<file path="src/rtl/fcbi_consts.svh">
`ifndef FCBI_CONSTS_SVH
`define FCBI_CONSTS_SVH
// Summary of operation
// - Hold power-down reset low at least 100ns
// - Wait recovery interval before next command
// - Never output and write enable low together
// - Block erase is 20H then D0H
// - Chip erase is 30H then D0H
// - Multi write E8H, count, pairs, D0H
// - Suspend is B0H at any address
// - D0H resumes and confirms
// - Only listed command codes are written

// Register byte offsets on the bus
`define FCBI_REG_CTRL    8'h00
`define FCBI_REG_ADDR    8'h04
`define FCBI_REG_WDATA   8'h08
`define FCBI_REG_RDATA   8'h0c
`define FCBI_REG_STATUS  8'h10
`define FCBI_REG_CFG     8'h14

// Control register bits
`define FCBI_CTRL_WR     0
`define FCBI_CTRL_RD     1
`define FCBI_CTRL_PD     2
`define FCBI_CTRL_CMD    3

// Status register bits
`define FCBI_ST_BUSY     0
`define FCBI_ST_PIN      1
`define FCBI_ST_ERR_CMD  2
`define FCBI_ST_ERR_BUSY 3

// Reset values
`define FCBI_CFG_RST     1'b0

// Command codes
`define FCBI_CMD_READ_ARRAY  8'hff
`define FCBI_CMD_IDENT       8'h90
`define FCBI_CMD_QUERY       8'h98
`define FCBI_CMD_READ_STAT   8'h70
`define FCBI_CMD_CLR_STAT    8'h50
`define FCBI_CMD_BLK_ERASE   8'h20
`define FCBI_CMD_CHIP_ERASE  8'h30
`define FCBI_CMD_WRITE       8'h40
`define FCBI_CMD_WRITE_ALT   8'h10
`define FCBI_CMD_MULTI       8'he8
`define FCBI_CMD_SUSPEND     8'hb0
`define FCBI_CMD_CONFIRM     8'hd0
`define FCBI_CMD_LOCK        8'h60
`define FCBI_CMD_STS_CFG     8'hb8

// Timing
`define FCBI_CLK_MHZ     20
`define FCBI_T_PD_NS     100
`define FCBI_T_WE_NS     100
`define FCBI_T_ACC_NS    150
`define FCBI_PD_CYC      ((`FCBI_T_PD_NS * `FCBI_CLK_MHZ + 999) / 1000)
`define FCBI_WE_CYC      ((`FCBI_T_WE_NS * `FCBI_CLK_MHZ + 999) / 1000)
`define FCBI_ACC_CYC     ((`FCBI_T_ACC_NS * `FCBI_CLK_MHZ + 999) / 1000)
`define FCBI_SYNC_CYC    3
`endif

</file>
<file path="src/rtl/fcbi_pkg.sv">
package fcbi_pkg;
  typedef struct packed {
    logic chip_select0_n;
    logic chip_select1_n;
    logic output_enable_n;
    logic write_enable_n;
    logic powerdown_reset_n;
  } fcbi_ctl_t;

  typedef enum logic [2:0] {
    FCBI_IDLE     = 3'b000,
    FCBI_WR_SETUP = 3'b001,
    FCBI_WR_STRB  = 3'b010,
    FCBI_WR_HOLD  = 3'b011,
    FCBI_RD_STRB  = 3'b100,
    FCBI_RD_END   = 3'b101,
    FCBI_PD_LOW   = 3'b110,
    FCBI_PD_WAKE  = 3'b111
  } fcbi_state_t;
endpackage : fcbi_pkg

</file>
<file path="src/rtl/fcbi_sync.sv">
`timescale 1ns/1ps
module fcbi_sync #(
  parameter int W = 17
) (
  input  wire logic         REF_CLK,
  input  wire logic         RST_N,
  input  wire logic [W-1:0] D,
  output logic      [W-1:0] Q
);
  genvar i;
  generate
    for (i = 0; i < W; i++) begin : g_bit
      logic meta_r;
      always_ff @(posedge REF_CLK or negedge RST_N) begin
        if (!RST_N) begin
          meta_r <= 1'b0;
          Q[i]   <= 1'b0;
        end else begin
          meta_r <= D[i];
          Q[i]   <= meta_r;
        end
      end
    end
  endgenerate
endmodule : fcbi_sync

</file>
<file path="src/rtl/fcbi_host.sv">
`timescale 1ns/1ps
`include "fcbi_consts.svh"
module fcbi_host
  import fcbi_pkg::*;
#(
  parameter int WAKE_READ_NS  = 1000,
  parameter int WAKE_WRITE_NS = 1000
) (
  input  wire logic        REF_CLK,
  input  wire logic        RST_N,
  input  wire logic        HSEL,
  input  wire logic [31:0] HADDR,
  input  wire logic [1:0]  HTRANS,
  input  wire logic        HWRITE,
  input  wire logic [2:0]  HSIZE,
  input  wire logic [31:0] HWDATA,
  input  wire logic        HREADY,
  output logic             HREADYOUT,
  output logic             HRESP,
  output logic      [31:0] HRDATA,
  output fcbi_ctl_t        FLASH_CTL,
  output logic      [21:0] FLASH_ADDR,
  output logic             WRITE_PROTECT_N,
  input  wire logic [15:0] DQ_I,
  output logic      [15:0] DQ_O,
  output logic             DQ_OE_N,
  input  wire logic        READY_STATUS_PIN
);
  localparam int WAKE_NS  = (WAKE_READ_NS > WAKE_WRITE_NS) ? WAKE_READ_NS : WAKE_WRITE_NS;
  localparam int WAKE_CYC = (WAKE_NS * `FCBI_CLK_MHZ + 999) / 1000;
  localparam int RD_CYC   = `FCBI_ACC_CYC + `FCBI_SYNC_CYC;

  function automatic logic fcbi_legal_cmd(input logic [7:0] code);
    case (code)
      `FCBI_CMD_READ_ARRAY, `FCBI_CMD_IDENT, `FCBI_CMD_QUERY, `FCBI_CMD_READ_STAT,
      `FCBI_CMD_CLR_STAT, `FCBI_CMD_WRITE, `FCBI_CMD_WRITE_ALT, `FCBI_CMD_LOCK,
      `FCBI_CMD_STS_CFG,
      `FCBI_CMD_BLK_ERASE, `FCBI_CMD_CHIP_ERASE,
      `FCBI_CMD_MULTI, `FCBI_CMD_SUSPEND,
      `FCBI_CMD_CONFIRM: fcbi_legal_cmd = 1'b1;
      default: fcbi_legal_cmd = 1'b0;
    endcase
  endfunction : fcbi_legal_cmd

  fcbi_state_t state_r;
  fcbi_state_t state_nxt;
  logic [15:0] cnt_r;
  logic [15:0] cnt_nxt;
  fcbi_ctl_t   ctl_nxt;
  logic        ph_wr_r;
  logic        ph_rd_r;
  logic [7:0]  ph_addr_r;
  logic [21:0] addr_r;
  logic [15:0] wdata_r;
  logic [15:0] rdata_r;
  logic        cfg_wp_r;
  logic        err_cmd_r;
  logic        err_busy_r;
  logic [16:0] sync_q;
  logic        wr_ctrl;
  logic        go_wr;
  logic        go_rd;
  logic        go_pd;
  logic        bad_cmd;
  logic        idle;
  logic [15:0] since_rp_r;

  ////////////////////////////////////////////////////////////////////////////
  // Pin inputs pass two flops before use
  fcbi_sync #(.W(17)) u_sync (
    .REF_CLK (REF_CLK),
    .RST_N   (RST_N),
    .D       ({READY_STATUS_PIN, DQ_I}),
    .Q       (sync_q)
  );

  ////////////////////////////////////////////////////////////////////////////
  // Bus slave, zero wait states
  assign HREADYOUT = 1'b1;
  assign HRESP     = 1'b0;
  assign idle      = (state_r == FCBI_IDLE);
  assign wr_ctrl   = ph_wr_r && (ph_addr_r == `FCBI_REG_CTRL);
  assign bad_cmd   = HWDATA[`FCBI_CTRL_CMD] && !fcbi_legal_cmd(wdata_r[7:0]);
  assign go_pd     = wr_ctrl && idle && HWDATA[`FCBI_CTRL_PD];
  assign go_wr     = wr_ctrl && idle && HWDATA[`FCBI_CTRL_WR] && !bad_cmd;
  assign go_rd     = wr_ctrl && idle && HWDATA[`FCBI_CTRL_RD];

  always_ff @(posedge REF_CLK or negedge RST_N) begin
    if (!RST_N) begin
      ph_wr_r   <= 1'b0;
      ph_rd_r   <= 1'b0;
      ph_addr_r <= 8'h00;
    end else if (HREADY) begin
      ph_wr_r   <= HSEL && HTRANS[1] && HWRITE;
      ph_rd_r   <= HSEL && HTRANS[1] && !HWRITE;
      ph_addr_r <= HADDR[7:0];
    end
  end

  // Read data is sampled in the address phase, so a write in the
  // preceding data phase is not yet visible
  always_ff @(posedge REF_CLK or negedge RST_N) begin
    if (!RST_N) begin
      HRDATA <= 32'h0000_0000;
    end else if (HREADY && HSEL && HTRANS[1] && !HWRITE) begin
      case (HADDR[7:0])
        `FCBI_REG_ADDR:   HRDATA <= {10'h000, addr_r};
        `FCBI_REG_WDATA:  HRDATA <= {16'h0000, wdata_r};
        `FCBI_REG_RDATA:  HRDATA <= {16'h0000, rdata_r};
        `FCBI_REG_STATUS: HRDATA <= {28'h000_0000, err_busy_r, err_cmd_r, sync_q[16], !idle};
        `FCBI_REG_CFG:    HRDATA <= {31'h0000_0000, cfg_wp_r};
        default:          HRDATA <= 32'h0000_0000;
      endcase
    end
  end

  always_ff @(posedge REF_CLK or negedge RST_N) begin
    if (!RST_N) begin
      addr_r   <= 22'h00_0000;
      wdata_r  <= 16'h0000;
      cfg_wp_r <= `FCBI_CFG_RST;
    end else if (ph_wr_r) begin
      if (ph_addr_r == `FCBI_REG_ADDR) addr_r <= HWDATA[21:0];
      if (ph_addr_r == `FCBI_REG_WDATA) wdata_r <= HWDATA[15:0];
      if (ph_addr_r == `FCBI_REG_CFG) cfg_wp_r <= HWDATA[0];
    end
  end

  // Sticky errors, write one to clear; a new error wins over the clear
  always_ff @(posedge REF_CLK or negedge RST_N) begin
    if (!RST_N) begin
      err_cmd_r  <= 1'b0;
      err_busy_r <= 1'b0;
    end else begin
      if (wr_ctrl && idle && HWDATA[`FCBI_CTRL_WR] && !HWDATA[`FCBI_CTRL_PD] && bad_cmd)
        err_cmd_r <= 1'b1;
      else if (ph_wr_r && ph_addr_r == `FCBI_REG_STATUS && HWDATA[`FCBI_ST_ERR_CMD])
        err_cmd_r <= 1'b0;
      if (wr_ctrl && !idle && (HWDATA[2:0] != 3'h0))
        err_busy_r <= 1'b1;
      else if (ph_wr_r && ph_addr_r == `FCBI_REG_STATUS && HWDATA[`FCBI_ST_ERR_BUSY])
        err_busy_r <= 1'b0;
    end
  end

  ////////////////////////////////////////////////////////////////////////////
  // Pin sequencer; reset also resets the flash
  always_comb begin
    state_nxt = state_r;
    cnt_nxt   = cnt_r + 16'h0001;
    unique case (state_r)
      FCBI_IDLE: begin
        cnt_nxt = 16'h0000;
        if (go_pd) state_nxt = FCBI_PD_LOW;
        else if (go_wr) state_nxt = FCBI_WR_SETUP;
        else if (go_rd) state_nxt = FCBI_RD_STRB;
      end
      FCBI_WR_SETUP: begin
        cnt_nxt   = 16'h0000;
        state_nxt = FCBI_WR_STRB;
      end
      FCBI_WR_STRB: begin
        if (cnt_r == 16'(`FCBI_WE_CYC - 1)) state_nxt = FCBI_WR_HOLD;
      end
      FCBI_WR_HOLD: state_nxt = FCBI_IDLE;
      FCBI_RD_STRB: begin
        if (cnt_r == 16'(RD_CYC - 1)) state_nxt = FCBI_RD_END;
      end
      FCBI_RD_END: state_nxt = FCBI_IDLE;
      FCBI_PD_LOW: begin
        if (cnt_r == 16'(`FCBI_PD_CYC - 1)) begin
          cnt_nxt   = 16'h0000;
          state_nxt = FCBI_PD_WAKE;
        end
      end
      FCBI_PD_WAKE: begin
        if (cnt_r == 16'(WAKE_CYC - 1)) state_nxt = FCBI_IDLE;
      end
    endcase
  end

  always_comb begin
    ctl_nxt.powerdown_reset_n = (state_nxt != FCBI_PD_LOW);
    ctl_nxt.chip_select0_n    = !(state_nxt inside {FCBI_WR_SETUP, FCBI_WR_STRB,
                                                    FCBI_WR_HOLD, FCBI_RD_STRB});
    ctl_nxt.chip_select1_n    = ctl_nxt.chip_select0_n;
    ctl_nxt.write_enable_n    = (state_nxt != FCBI_WR_STRB);
    ctl_nxt.output_enable_n   = (state_nxt != FCBI_RD_STRB);
  end

  always_ff @(posedge REF_CLK or negedge RST_N) begin
    if (!RST_N) begin
      state_r   <= FCBI_PD_LOW;
      cnt_r     <= 16'h0000;
      FLASH_CTL <= 5'h1e;
      DQ_OE_N   <= 1'b1;
    end else begin
      state_r   <= state_nxt;
      cnt_r     <= cnt_nxt;
      FLASH_CTL <= ctl_nxt;
      DQ_OE_N   <= !(state_nxt inside {FCBI_WR_SETUP, FCBI_WR_STRB, FCBI_WR_HOLD});
    end
  end

  always_ff @(posedge REF_CLK or negedge RST_N) begin
    if (!RST_N) begin
      FLASH_ADDR <= 22'h00_0000;
      DQ_O       <= 16'h0000;
    end else if (go_wr || go_rd) begin
      FLASH_ADDR <= addr_r;
      DQ_O       <= wdata_r;
    end
  end

  always_ff @(posedge REF_CLK or negedge RST_N) begin
    if (!RST_N) begin
      rdata_r <= 16'h0000;
    end else if (state_r == FCBI_RD_STRB && cnt_r == 16'(RD_CYC - 1)) begin
      rdata_r <= sync_q[15:0];
    end
  end

  assign WRITE_PROTECT_N = cfg_wp_r;

  ////////////////////////////////////////////////////////////////////////////
  // Checks
  always_ff @(posedge REF_CLK or negedge RST_N) begin
    if (!RST_N) since_rp_r <= 16'h0000;
    else if (!FLASH_CTL.powerdown_reset_n) since_rp_r <= 16'h0000;
    else if (since_rp_r != 16'hffff) since_rp_r <= since_rp_r + 16'h0001;
  end

  property p_oe_we_excl;
    @(posedge REF_CLK) disable iff (!RST_N)
      !(FLASH_CTL.output_enable_n == 1'b0 && FLASH_CTL.write_enable_n == 1'b0);
  endproperty
  a_oe_we_excl: assert property (p_oe_we_excl) else $error("OE and WE low together");

  property p_pd_min;
    @(posedge REF_CLK) disable iff (!RST_N)
      $rose(FLASH_CTL.powerdown_reset_n) |->
        !$past(FLASH_CTL.powerdown_reset_n, 1) && !$past(FLASH_CTL.powerdown_reset_n, 2);
  endproperty
  a_pd_min: assert property (p_pd_min) else $error("Power-down pulse too short");

  property p_wake;
    @(posedge REF_CLK) disable iff (!RST_N)
      !FLASH_CTL.chip_select0_n |-> (since_rp_r >= 16'(WAKE_CYC));
  endproperty
  a_wake: assert property (p_wake) else $error("Access before wake-up");

  property p_we_in_ce;
    @(posedge REF_CLK) disable iff (!RST_N)
      !FLASH_CTL.write_enable_n |-> !FLASH_CTL.chip_select0_n && !FLASH_CTL.chip_select1_n;
  endproperty
  a_we_in_ce: assert property (p_we_in_ce) else $error("WE low without CE");

  property p_we_first;
    @(posedge REF_CLK) disable iff (!RST_N)
      $rose(FLASH_CTL.write_enable_n) |->
        !FLASH_CTL.chip_select0_n && !DQ_OE_N ##1 FLASH_CTL.chip_select0_n;
  endproperty
  a_we_first: assert property (p_we_first) else $error("WE did not rise first");

  property p_we_width;
    @(posedge REF_CLK) disable iff (!RST_N)
      $fell(FLASH_CTL.write_enable_n) |-> !FLASH_CTL.write_enable_n[*2] ##1 FLASH_CTL.write_enable_n;
  endproperty
  a_we_width: assert property (p_we_width) else $error("WE width wrong");

  property p_no_drive_read;
    @(posedge REF_CLK) disable iff (!RST_N)
      !FLASH_CTL.output_enable_n |-> DQ_OE_N;
  endproperty
  a_no_drive_read: assert property (p_no_drive_read) else $error("Driving DQ in read");

  property p_oe_toggle;
    @(posedge REF_CLK) disable iff (!RST_N)
      $rose(FLASH_CTL.output_enable_n) |-> FLASH_CTL.output_enable_n ##1 FLASH_CTL.output_enable_n;
  endproperty
  a_oe_toggle: assert property (p_oe_toggle) else $error("OE high too briefly");

  property p_bad_cmd;
    @(posedge REF_CLK) disable iff (!RST_N)
      (wr_ctrl && idle && HWDATA[`FCBI_CTRL_WR] && !HWDATA[`FCBI_CTRL_PD] && bad_cmd) |=>
        (state_r == FCBI_IDLE) && err_cmd_r && FLASH_CTL.write_enable_n;
  endproperty
  a_bad_cmd: assert property (p_bad_cmd) else $error("Reserved code not refused");
endmodule : fcbi_host

</file>
<file path="config.mk">
export PLATFORM = sky130hd
export DESIGN_NAME = fcbi_host
export DESIGN_NICKNAME = d
export VERILOG_FILES = /design/src/rtl/fcbi_pkg.sv /design/src/rtl/fcbi_sync.sv /design/src/rtl/fcbi_host.sv
export VERILOG_INCLUDE_DIRS = /design/src /design/src/rtl
export SDC_FILE = /design/constraint.sdc
export NUM_CORES = 1
export LEC_CHECK = 0
export BUFFER_PORTS_ARGS = -buffer_cell sky130_fd_sc_hd__buf_2
export CORE_MARGIN = 10
export CORE_UTILIZATION = 49
export CTS_CLUSTER_DIAMETER = 150
export CTS_CLUSTER_SIZE = 14
export DETAILED_ROUTE_END_ITERATION = 10
export PLACE_DENSITY = 0.8
export SYNTH_ARGS = -nofsm -noshare
export SYNTH_HDL_FRONTEND = slang
export SYNTH_HIERARCHICAL = 1
export SYNTH_SLANG_ARGS = --single-unit
export TNS_END_PERCENT = 20
</file>
<file path="constraint.sdc">
create_clock -name REF_CLK -period 1.8 [get_ports REF_CLK]
set_input_delay 0.36 -clock REF_CLK [delete_from_list [all_inputs] [get_ports REF_CLK]]
set_output_delay 0.36 -clock REF_CLK [all_outputs]
set_load 0.02 [all_outputs]
</file>
==> Word level (Yosys, flattened, before mapping) <==
Index checks and enable logic that the tools add are counted.
{ "word_totals": {"ff_bits": 194, "input_bits": 91, "output_inout_bits": 79, "word_cells": 150} }
{ "classes": {"n_addsub": 1, "n_eq_ne": 40, "mux": 16, "reduce_logical": 41} }
{ "op_table": {"columns": ["op", "count"], "rows": [
  ["$pmux W22 S5", 1],
  ["$eq A8 B8 Y1 const B", 7],
  ["$eq A8 B5 Y1 const B", 5],
  ["$eq A8 B7 Y1 const B", 4],
  ["$pmux W16 S2", 1],
  ["$eq A8 B4 Y1 const B", 3],
  ["$mux W3", 7],
  ["$pmux W3 S7", 1],
  ["$logic_and A1 B1 Y1", 20],
  ["$add A16 B1 Y16 const B", 1],
  ["$eq A16 B1 Y1 const B", 1],
  ["$eq A16 B3 Y1 const B", 1],
  ["$eq A16 B5 Y1 const B", 1],
  ["$eq A8 B3 Y1 const B", 2],
  ["$eq A8 B6 Y1 const B", 2],
  ["$mux W16", 1],
  ["$eq A3 B3 Y1 const B", 5],
  ["$reduce_or A14 Y1", 1],
  ["$eq A3 B2 Y1 const B", 4],
  ["$logic_not A8 Y1", 1],
  ["$logic_not A1 Y1", 7],
  ["$eq A3 B1 Y1 const B", 2],
  ["$ne A3 B3 Y1 const B", 2],
  ["$reduce_and A2 Y1", 3],
  ["8 further kinds", 15]
]} }

==> Longest topological paths before layout <==
Gate-level depths: netlist of run 1.
{ "depth": {"depth_word": 13, "mapped_depth": 9, "depth_no_buf": 7} }

==> By module <==
Netlist of run 1, hierarchy kept.
{ "modules_own_cells": {"columns": ["module", "n_inst", "cells_per_inst", "area_each_um2", "seq_area_each_um2"], "rows": [
  ["fcbi_host", 1, 517, 6573.8, 3761.1],
  ["fcbi_sync", 1, 34, 850.8, 850.8]
]} }

==> Worst setup path after synthesis of run 1 <==
OpenSTA, ideal clock, no wires.
{ "synth_path": {"path_type": "register to register", "from": "reg wdata_r[6]", "to": "reg DQ_O[15]", "setup_ns": 0.125, "t_arrival_ns": 1.861, "t_required_ns": 1.675, "slack_ns": -0.186, "stages_incl_launch_ff": 10, "path_buffers": 3, "period_less_slack_ns": 1.986, "path_cell_list": "dfrtp_1 > buf_6 > and3_4 > o41ai_2 > o22ai_2 > nor2b_2 > o21ai_2 > buf_6 > buf_6 > mux2_4"} }
{ "synth_between": {"elab_chain_cells": 8, "word_cells_on_any_way": 21, "classes_between": "eq/ne (14); mux (1); reduce/logical (6)"} }
{ "synth_rtl": {"columns": ["element", "line", "rtl"], "rows": [
  ["start: declaration", "fcbi_host.sv:54", "logic [15:0] wdata_r;"],
  ["start signal: assignment", "fcbi_host.sv:124", "if (ph_addr_r == `FCBI_REG_WDATA) wdata_r <= HWDATA[15:0];"],
  ["$eq A8 B8 Y1 (tied with other cells)", "fcbi_host.sv:34", "case (code)"],
  ["$reduce_or A14 Y1 (*)", "fcbi_host.sv:34", null],
  ["$mux W1 (*)", "fcbi_host.sv:34", null],
  ["$logic_not A1 Y1 (*)", "fcbi_host.sv:83", "assign bad_cmd = HWDATA[`FCBI_CTRL_CMD] && !fcbi_legal_cmd(wdata_r[7:0]);"],
  ["$logic_and A1 B1 Y1 (*)", "fcbi_host.sv:83", null],
  ["$logic_not A1 Y1 (*)", "fcbi_host.sv:85", "assign go_wr = wr_ctrl && idle && HWDATA[`FCBI_CTRL_WR] && !bad_cmd;"],
  ["$logic_and A1 B1 Y1 (*)", "fcbi_host.sv:85", null],
  ["$logic_or A1 B1 Y1 (*)", "fcbi_host.sv:209", "end else if (go_wr || go_rd) begin"],
  ["end signal: assignment", "fcbi_host.sv:211", "DQ_O <= wdata_r;"],
  ["end: declaration", "fcbi_host.sv:25", "output logic [15:0] DQ_O,"]
]} }
Every way passes the cells marked *; elsewhere a longest branch is shown, timed or not.
A chain may end at the register's enable or synchronous reset.

==> Worst setup path after layout of run 1 <==
{ "layout_path": {"from": "reg cnt_r[15]", "to": "reg rdata_r[1]"} }
{ "layout_between": {"elab_chain_cells": 2} }
{ "layout_rtl": {"columns": ["element", "line", "rtl"], "rows": [
  ["start: declaration", "fcbi_host.sv:47", "logic [15:0] cnt_r;"],
  ["start signal: assignment", "fcbi_host.sv:199", "cnt_r <= cnt_nxt;"],
  ["$eq A16 B3 Y1", "fcbi_host.sv:218", "end else if (state_r == FCBI_RD_STRB && cnt_r == 16'(RD_CYC - 1)) begin"],
  ["$logic_and A1 B1 Y1", "fcbi_host.sv:218", null],
  ["end signal: assignment", "fcbi_host.sv:219", "rdata_r <= sync_q[15:0];"],
  ["end: declaration", "fcbi_host.sv:55", "logic [15:0] rdata_r;"]
]} }
Every way passes these cells.

==> results of run 1 <==
==> flip-flops by register name, summed over array words and instances, names as in the netlist, 17 cells and up <==
register,flops
addr_r,22
u_sync/Q,17
u_sync/g_bit.meta_r,17
HRDATA,22
FLASH_ADDR,22
==> per-layer routing <==
layer	up-vias	track usage (%)	share of wire, %
met5	-	0	0.070
met4	2	9.012	3.4
met3	52	5.605	8.7
met2	207	29.69	50
met1	2523	20.57	38
li1	2279	-	-
==> placed cells by master (no fill, tap or decap), types with 4 or more instances in the layout <==
master	netlist	layout
nor3_1	6	4
clkbuf_1	13	4
nand3_1	8	7
o21ai_0	25	25
nor2_1	30	28
dfstp_2	6	6
xor2_1	10	10
buf_4	14	45
clkbuf_16	0	18
buf_12	0	13
xnor2_1	5	5
nor4_4	1	4
a21oi_1	20	18
dfrtp_1	178	177
a222oi_1	4	4
inv_1	7	7
nand4_1	8	8
a22o_1	11	11
nand2_1	43	42
buf_6	4	6
conb_1	2	12
mux2_4	20	54
buf_2	4	118
mux2_2	64	44
==> per-stage QoR <==
step / cells / setup slack [ns] / util, %
5_1_grt: 927 / -0.2643 / 65.01
6_report: 928 / -0.1830 / 65.02
2_1_floorplan: 561 / -0.1658 / -
3_5_place_dp: 887 / -0.2006 / 59.13
3_3_place_gp: 887 / -0.1378 / 59.13
4_1_cts: 923 / -0.1565 / 64.06
==> path summary, 6_finish.rpt <==
| check | slack, ns | end | cells past startpoint | startpoint |
|---|---|---|---|---|
| max in group asynchronous | 0.77 | state_r[1] | 3 | RST_N |
| hold reg to reg | 0.35 | u_sync/Q[11] | 0 | u_sync/g_bit[11].meta_r |
| hold / removal | 0.04 | u_sync/g_bit[5].meta_r | 1 | DQ_I[5] |
| min in group asynchronous | 0.41 | cnt_r[12] | 2 | RST_N |
| setup reg to reg | -0.18 | rdata_r[1] | 6 | cnt_r[15] |
| setup / recovery | -0.18 | rdata_r[1] | 6 | cnt_r[15] |
==> cells by family after synthesis <==
logic type | Yosys count
AO/OA/AOI/OAI | 78
XOR/XNOR | 15
adder cells (fa/ha/maj) | 2
buffers and inverters | 42
flip-flops | 184
multiplexers | 103
other | 2
AND/OR/NAND/NOR | 125
==> final cells by class <==
cell class	instances	share of cell area [%]
sequential	184	48.27
multi-input combinational	335	29.89
timing repair buffer	184	13.51
clock buffer	23	4.896
tap	184	2.409
clock inverter	9	0.7069
inverter	7	0.2749
antenna	2	0.05236
==> worst register-to-register path, stage by stage (launching register included) <==
cell	delay, ns
dfrtp_1	0.41
nor4_4	0.32
and2_4	0.20
nand3_2	0.09
nor3_4	0.28
clkbuf_16	0.24
mux2_2	0.33
==> power groups by stage <==
stage	logic [mW]	registers, mW	clock network, mW
after floorplan	0.664	4.78	0
after global placement	1.07	4.81	0
after detailed placement	1.14	4.85	0
after CTS	1.23	4.78	3.46
after global routing	1.44	4.84	3.63
final	1.33	4.81	3.40
==> timing repair <==
action	CTS	global route
endpoints found under the setup margin	76	113
pin swaps	9	3
hold buffers	1	0
setup buffers	3	2
hold endpoints to repair	26	0
resized for setup	39	22
gates cloned	0	1
==> summary.md, run 1 <==
| Metric | Value |
|---|---|
| Worst path max stage delay | just over 0.4 ns |
| Combinational power share | between 10% and 20% |
| Vias | a little over 5000 |
| RSZ-0062 raised after global routing | true |
| Clk root buf | clkbuf_16 |
| Outcome | finished with violations |
| Crit path max-delay family | simple AND/OR/NAND/NOR gates |
| CP Class | register to register |
| Post-synthesis mux area share | 16.58% |
| Setup-failing EPs final | 66 |
| Max-cap violations | 0 |
| DR WL/cell | between 15 and 20 µm |
| IO Port Bufs | 119 |
| Tot GR Track Use | 17.92% |
| EDFF count, synth | 0 |
| Synth unique cells | between 50 and 60 |
| Total power draw | about 9.5 mW |
| Final instance area | around 9600 µm² |
| Failing checks | setup timing |
| Critical path cell sequence | nor4_4 > and2_4 > nand3_2 > nor3_4 > clkbuf_16 > mux2_2 |
| Nets | roughly 820 |
| Critical path endpoint category | register |
| Synth area leaders | dfrtp_1 (60%), mux2_2 (9.7%), mux2_4 (4.0%), mux2_1 (2.4%), nand2_1 (2.2%) |
| DRT iter0 DRCs | roughly 320 |
| Mapped Area | 7425 µm² |
| DRT antenna net count | 0 |
| Top cell type's share of synthesized area | 59.99% |
| Int Pwr | between 6 and 7 mW |
| Seq/Total Area, Yosys | between 60% and 70% |
| Fin Setup TNS | -8.713 ns |
| CTS tree | yes |
| Final GP Congestion | between 0.8 and 0.9 |
| Drt total wl | around 19000 µm |
| Max Freq | 504.3 MHz |
| I/O pins | 170 |
| Critical path buffers and inverters | 1 |
| Grt total ovfl | 0 |
| First-pass GRT wire length | 28710 µm |
| Leakage power | ~4.8 nW |
| Flops & latches, synth | roughly 180 |
| Share of cells above drive strength 1 | 46.90% |
| Avg Inst Size Synth | around 13 µm² |
| Die height | between 100 and 150 µm |
| Switching power | 2.554 mW |
| Flop pwr share | between 50% and 60% |
| Final Skew | about 0.011 ns |
| XOR/XNOR Fraction of Synth Area | about 1.8% |
| Post-route DRC | 0 |
| Fillcell total | roughly 1000 |
| Pin count of the biggest net entering global routing | 47 |
| Post-synthesis compound-gate area fraction | 6.926% |
| Area grow syn2layout | 28.73% |
| Area leader, netlist | dfrtp_1 |
| Period minus WS final | approximately 2.0 ns |
| VDD IR max | 706.7 µV |
| Setup ws final | -0.1830 ns |
| Die X | around 140 µm |
| Hold WC Path Type | input pin to register |
| Multi-input logic area | 2856 µm² |
| Ys async rst share | 100.0% |
| Site Rows | 44 |
| Count leader, synth | dfrtp_1 |
| CTS Sinks | 184 |
| Worst Path Required | between 2 and 2.5 ns |
| Final HPWL DP | between 10000 and 15000 µm |
| Initial antenna violation count | 2 |
| Die Area | 20480 µm² |
| Vias in the first global route | roughly 5500 |
| Largest family of logic cells by synthesized area | multiplexers |
| DR pass1 iterations | 5 |
| Critical path arrival | roughly 2.3 ns |
| Post-synthesis adder-cell area fraction | less than 1% |
| Core area | about 15000 µm² |
| H-tree depth | 4 |
| CTS Buf Count | 17 |
| Clk buf depth | 2 |
| Startpoint types | register |
| Clock share of power | between 30% and 40% |
| Ratio of total power to cell area | 997.6 nW/µm² |
| Worst-path clk slew | approximately 0.060 ns |
| Crit Path Max Fanout | 8 |
| Initial core utilization | around half |
| DP Area | approximately 8700 µm² |
| Synth warn | 6 |
| Commonest cells in the netlist | dfrtp_1 (178), mux2_2 (64), nand2_1 (43), nor2_1 (30), o21ai_0 (25) |
| Post-Synthesis Cells | roughly 550 |
| Pins Over Slew Limit | 0 |
| Final hold vios | 0 |
| Synth Area in Simple Gates | 8.864% |
| Critical Path Slowest Stage Cell | dfrtp_1 |
| Routed vias/inst | ~5.5 |
| Hold WS | between 0.03 and 0.04 ns |
| Final period utilization | 110.2% |
| Post-synth top flop | dfrtp_1 |
| Sequential cell area | 4613 µm² |
| Sw Ratio | a little over a quarter |
| Worst-Skew Late Latency | around 0.43 ns |
(Power assumes the default switching activity.)
==> inputs of run 2 (changes only) <==
HOLD_SLACK_MARGIN = 0.02   (was not set)
SYNTH_HIERARCHICAL = not set   (was 1)
==> summary.md, run 2 <==
| Metric | Value |
|---|---|
| Outcome | finished with violations |
| Failing checks | setup timing |
| Total power draw | approximately 9.5 mW |
| First-pass GRT wire length | 28710 µm |
| Clock share of power | a little over a third |
| CTS Sinks | 184 |
| Pin count of the biggest net entering global routing | 47 |
| Fin Setup TNS | -8.485 ns |
| Clk root buf | clkbuf_16 |
| VDD IR max | just over 700 µV |
| Final hold vios | 0 |
| Int Pwr | approximately 7.0 mW |
| Synth warn | 0 |
| CP Launch Point | wdata_r[2] |
| Site Rows | 44 |
| Worst Path Required | 2.15 ns |
| Final HPWL DP | 13010 µm |
| Initial antenna violation count | 2 |
| IO Port Bufs | between 100 and 150 |
| Crit path max-delay family | simple AND/OR/NAND/NOR gates |
| Worst-Skew Late Latency | 0.43 ns |
| Post-synth top flop | dfrtp_1 |
| Max Freq | approximately 500 MHz |
| Post-synthesis mux area share | roughly 17% |
| Worst-path clk slew | ~0.06 ns |
| Sw Ratio | between 20% and 30% |
| DR pass1 iterations | 5 |
| Vias in the first global route | around 5500 |
| Synth area leaders | dfrtp_1 (60%), mux2_2 (9.7%), mux2_4 (4.0%), mux2_1 (2.4%), nand2_1 (2.2%) |
| Pins Over Slew Limit | 0 |
| Post-synthesis compound-gate area fraction | 6.926% |
| XOR/XNOR Fraction of Synth Area | about 1.8% |
| Max-cap violations | 0 |
| Setup-failing EPs final | 69 |
| R2R Setup Slk | -0.18 ns |
| Top flop regs | FLASH_ADDR x22, HRDATA x22, addr_r x22 |
| Seq/Total Area, Yosys | ~62% |
| Hold WS | approximately 0.039 ns |
| Critical Path Slowest Stage Cell | or3_4 |
| Period minus WS final | approximately 2 ns |
| Post-synthesis adder-cell area fraction | less than 1% |
| Switching power | 2.551 mW |
| Routed vias/inst | approximately 5.4 |
| Worst path max stage delay | about 0.41 ns |
| RSZ-0062 raised after global routing | true |
| Worst Reg-to-Reg Cells | 7 |
| H-tree depth | 4 |
| CTS tree | yes |
| Ys async rst share | between 90% and 100% |
| Mapped Area | approximately 7400 µm² |
| Finished Core Util | roughly two thirds |
| Hold path startpoint | DQ_I[11] |
| Post-Synthesis Cells | 551 |
| Commonest cells in the netlist | dfrtp_1 (178), mux2_2 (64), nand2_1 (43), nor2_1 (30), o21ai_0 (25) |
| Leakage power | roughly 4.8 nW |
| Critical path cell sequence | or3_4 > o21ai_2 > o22ai_2 > buf_6 > nor4_4 > nor2_2 > or2_1 |
| Final GP Congestion | ~0.84 |
| Post-route DRC | 0 |
| Crit Path Max Fanout | 3 |
| Synth unique cells | 57 |
| CTS Buf Count | 17 |
| Hold WC Path Type | input pin to register |
| Post-Layout Cell Count | 928 |
| Area grow syn2layout | 28.73% |
| Crit path depth | 7 |
| Most frequent cells in the layout | dfrtp_1 (177), buf_2 (118), mux2_4 (54), buf_4 (45), mux2_2 (44) |
| RR Startpoint | wdata_r[2] |
| Initial core utilization | about 51% |
| Count leader, synth | dfrtp_1 |
| Vias | between 5000 and 6000 |
| Drt total wl | ~18000 µm |
| CP Class | register to register |
| Commonest non-fill, non-tap cell in the layout | dfrtp_1 |
| Die height | 143.1 µm |
| Core area | about 15000 µm² |
| Startpoint types | register |
| Setup ws final | -0.1821 ns |
| Critical path arrival | 2.33 ns |
| DRT iter0 DRCs | between 200 and 300 |
| Crit path to | DQ_OE_N |
| Worst R2R End | DQ_OE_N |
| Flop pwr share | 50.5% |
| Top cell type's share of synthesized area | between 50 and 60% |
| Grt total ovfl | 0 |
| Avg Inst Size Synth | between 10 and 15 µm² |
| Placed Cells | between 800 and 900 |
| Largest family of logic cells by synthesized area | multiplexers |
| Die X | 143.1 µm |
| Tot GR Track Use | about 18% |
| Final period utilization | 110.1% |
| Share of cells above drive strength 1 | between 40% and 50% |
| Final Skew | between 0.01 and 0.015 ns |
| Nets | ~820 |
| Synth Area in Simple Gates | around 8.9% |
| Area leader, netlist | dfrtp_1 |
| Ratio of total power to cell area | approximately 1000 nW/µm² |
| Fillcell total | 1045 |
| Critical path endpoint category | register |
| DRT antenna net count | 0 |
| DR WL/cell | roughly 20 µm |
| Flops & latches, synth | roughly 180 |
| Combinational power share | roughly 14% |
| Clk buf depth | 2 |
| I/O pins | 170 |
| Critical path buffers and inverters | 1 |
| EDFF count, synth | 0 |
| Die Area | 20480 µm² |
-- run 2: cell counts in the layout (fill, tap and decap cells not counted) --
Identical to the previous run, type by type.
-- run 2: how the worst min path moves through the flow --
stage,to,cells after the start
2_1_floorplan,DQ_O[0],0
3_3_place_gp,cnt_r[12],1
3_5_place_dp,cnt_r[14],1
4_1_cts,u_sync.g_bit[5].meta_r,1
5_1_grt,u_sync.g_bit[10].meta_r,1
6_report,u_sync.g_bit[11].meta_r,1
-- run 2: metal layers --
metal	track usage, %	wire (µm)
met1	20.57	7094
met2	29.69	9256
met3	5.605	1522
met4	9.012	592
met5	0	13
-- run 2: power by group through the flow --
stage / clock, mW / sequential, mW / combinational, mW
2_1_floorplan: 0 / 4.78 / 0.664
3_3_place_gp: 0 / 4.81 / 1.07
3_5_place_dp: 0 / 4.85 / 1.14
4_1_cts: 3.46 / 4.78 / 1.23
5_1_grt: 3.63 / 4.84 / 1.44
6_report: 3.40 / 4.81 / 1.33
-- run 2: kinds of logic after synthesis --
| kind of cell | Yosys count |
|---|---|
| flops | 184 |
| simple gates | 125 |
| mux | 103 |
| compound gates | 78 |
| buf+inv | 42 |
| xor+xnor | 15 |
| fa+ha+maj | 2 |
| other cells | 2 |
-- run 2: worst register-to-register path, stage by stage, from the launching register on --
cell and delay [ns]:
dfrtp_1 0.39, or3_4 0.41, o21ai_2 0.15, o22ai_2 0.12, buf_6 0.15, nor4_4 0.35
nor2_2 0.10, or2_1 0.24
-- run 2: stage by stage --
| step | setup WS (ns) | instance area (µm²) |
|---|---|---|
| 4_1_cts | -0.1565 | 9417 |
| 2_1_floorplan | -0.1658 | 7470 |
| 3_3_place_gp | -0.1378 | 8691 |
| 5_1_grt | -0.2643 | 9555 |
| 6_report | -0.1821 | 9558 |
| 3_5_place_dp | -0.2006 | 8691 |
-- run 2: cell type report --
class,count,area [µm²],area share (%)
Sequential cell,184,4613,48.27
Multi-Input combinational cell,335,2856,29.89
Clock inverter,9,67.56,0.7069
Tap cell,184,230.2,2.409
Timing Repair Buffer,184,1291,13.51
Antenna cell,2,5.005,0.05236
Inverter,7,26.28,0.2749
Clock buffer,23,467.9,4.896
-- run 2: repair_timing --
item / 4_1_cts / 5_1_grt
hold buffers: 1 / 0
resized for setup: 39 / 22
endpoints found under the setup margin: 76 / 113
hold endpoints to repair: 26 / 0
buffers inserted: 3 / 2
pin swaps: 9 / 3
gates cloned: 0 / 1
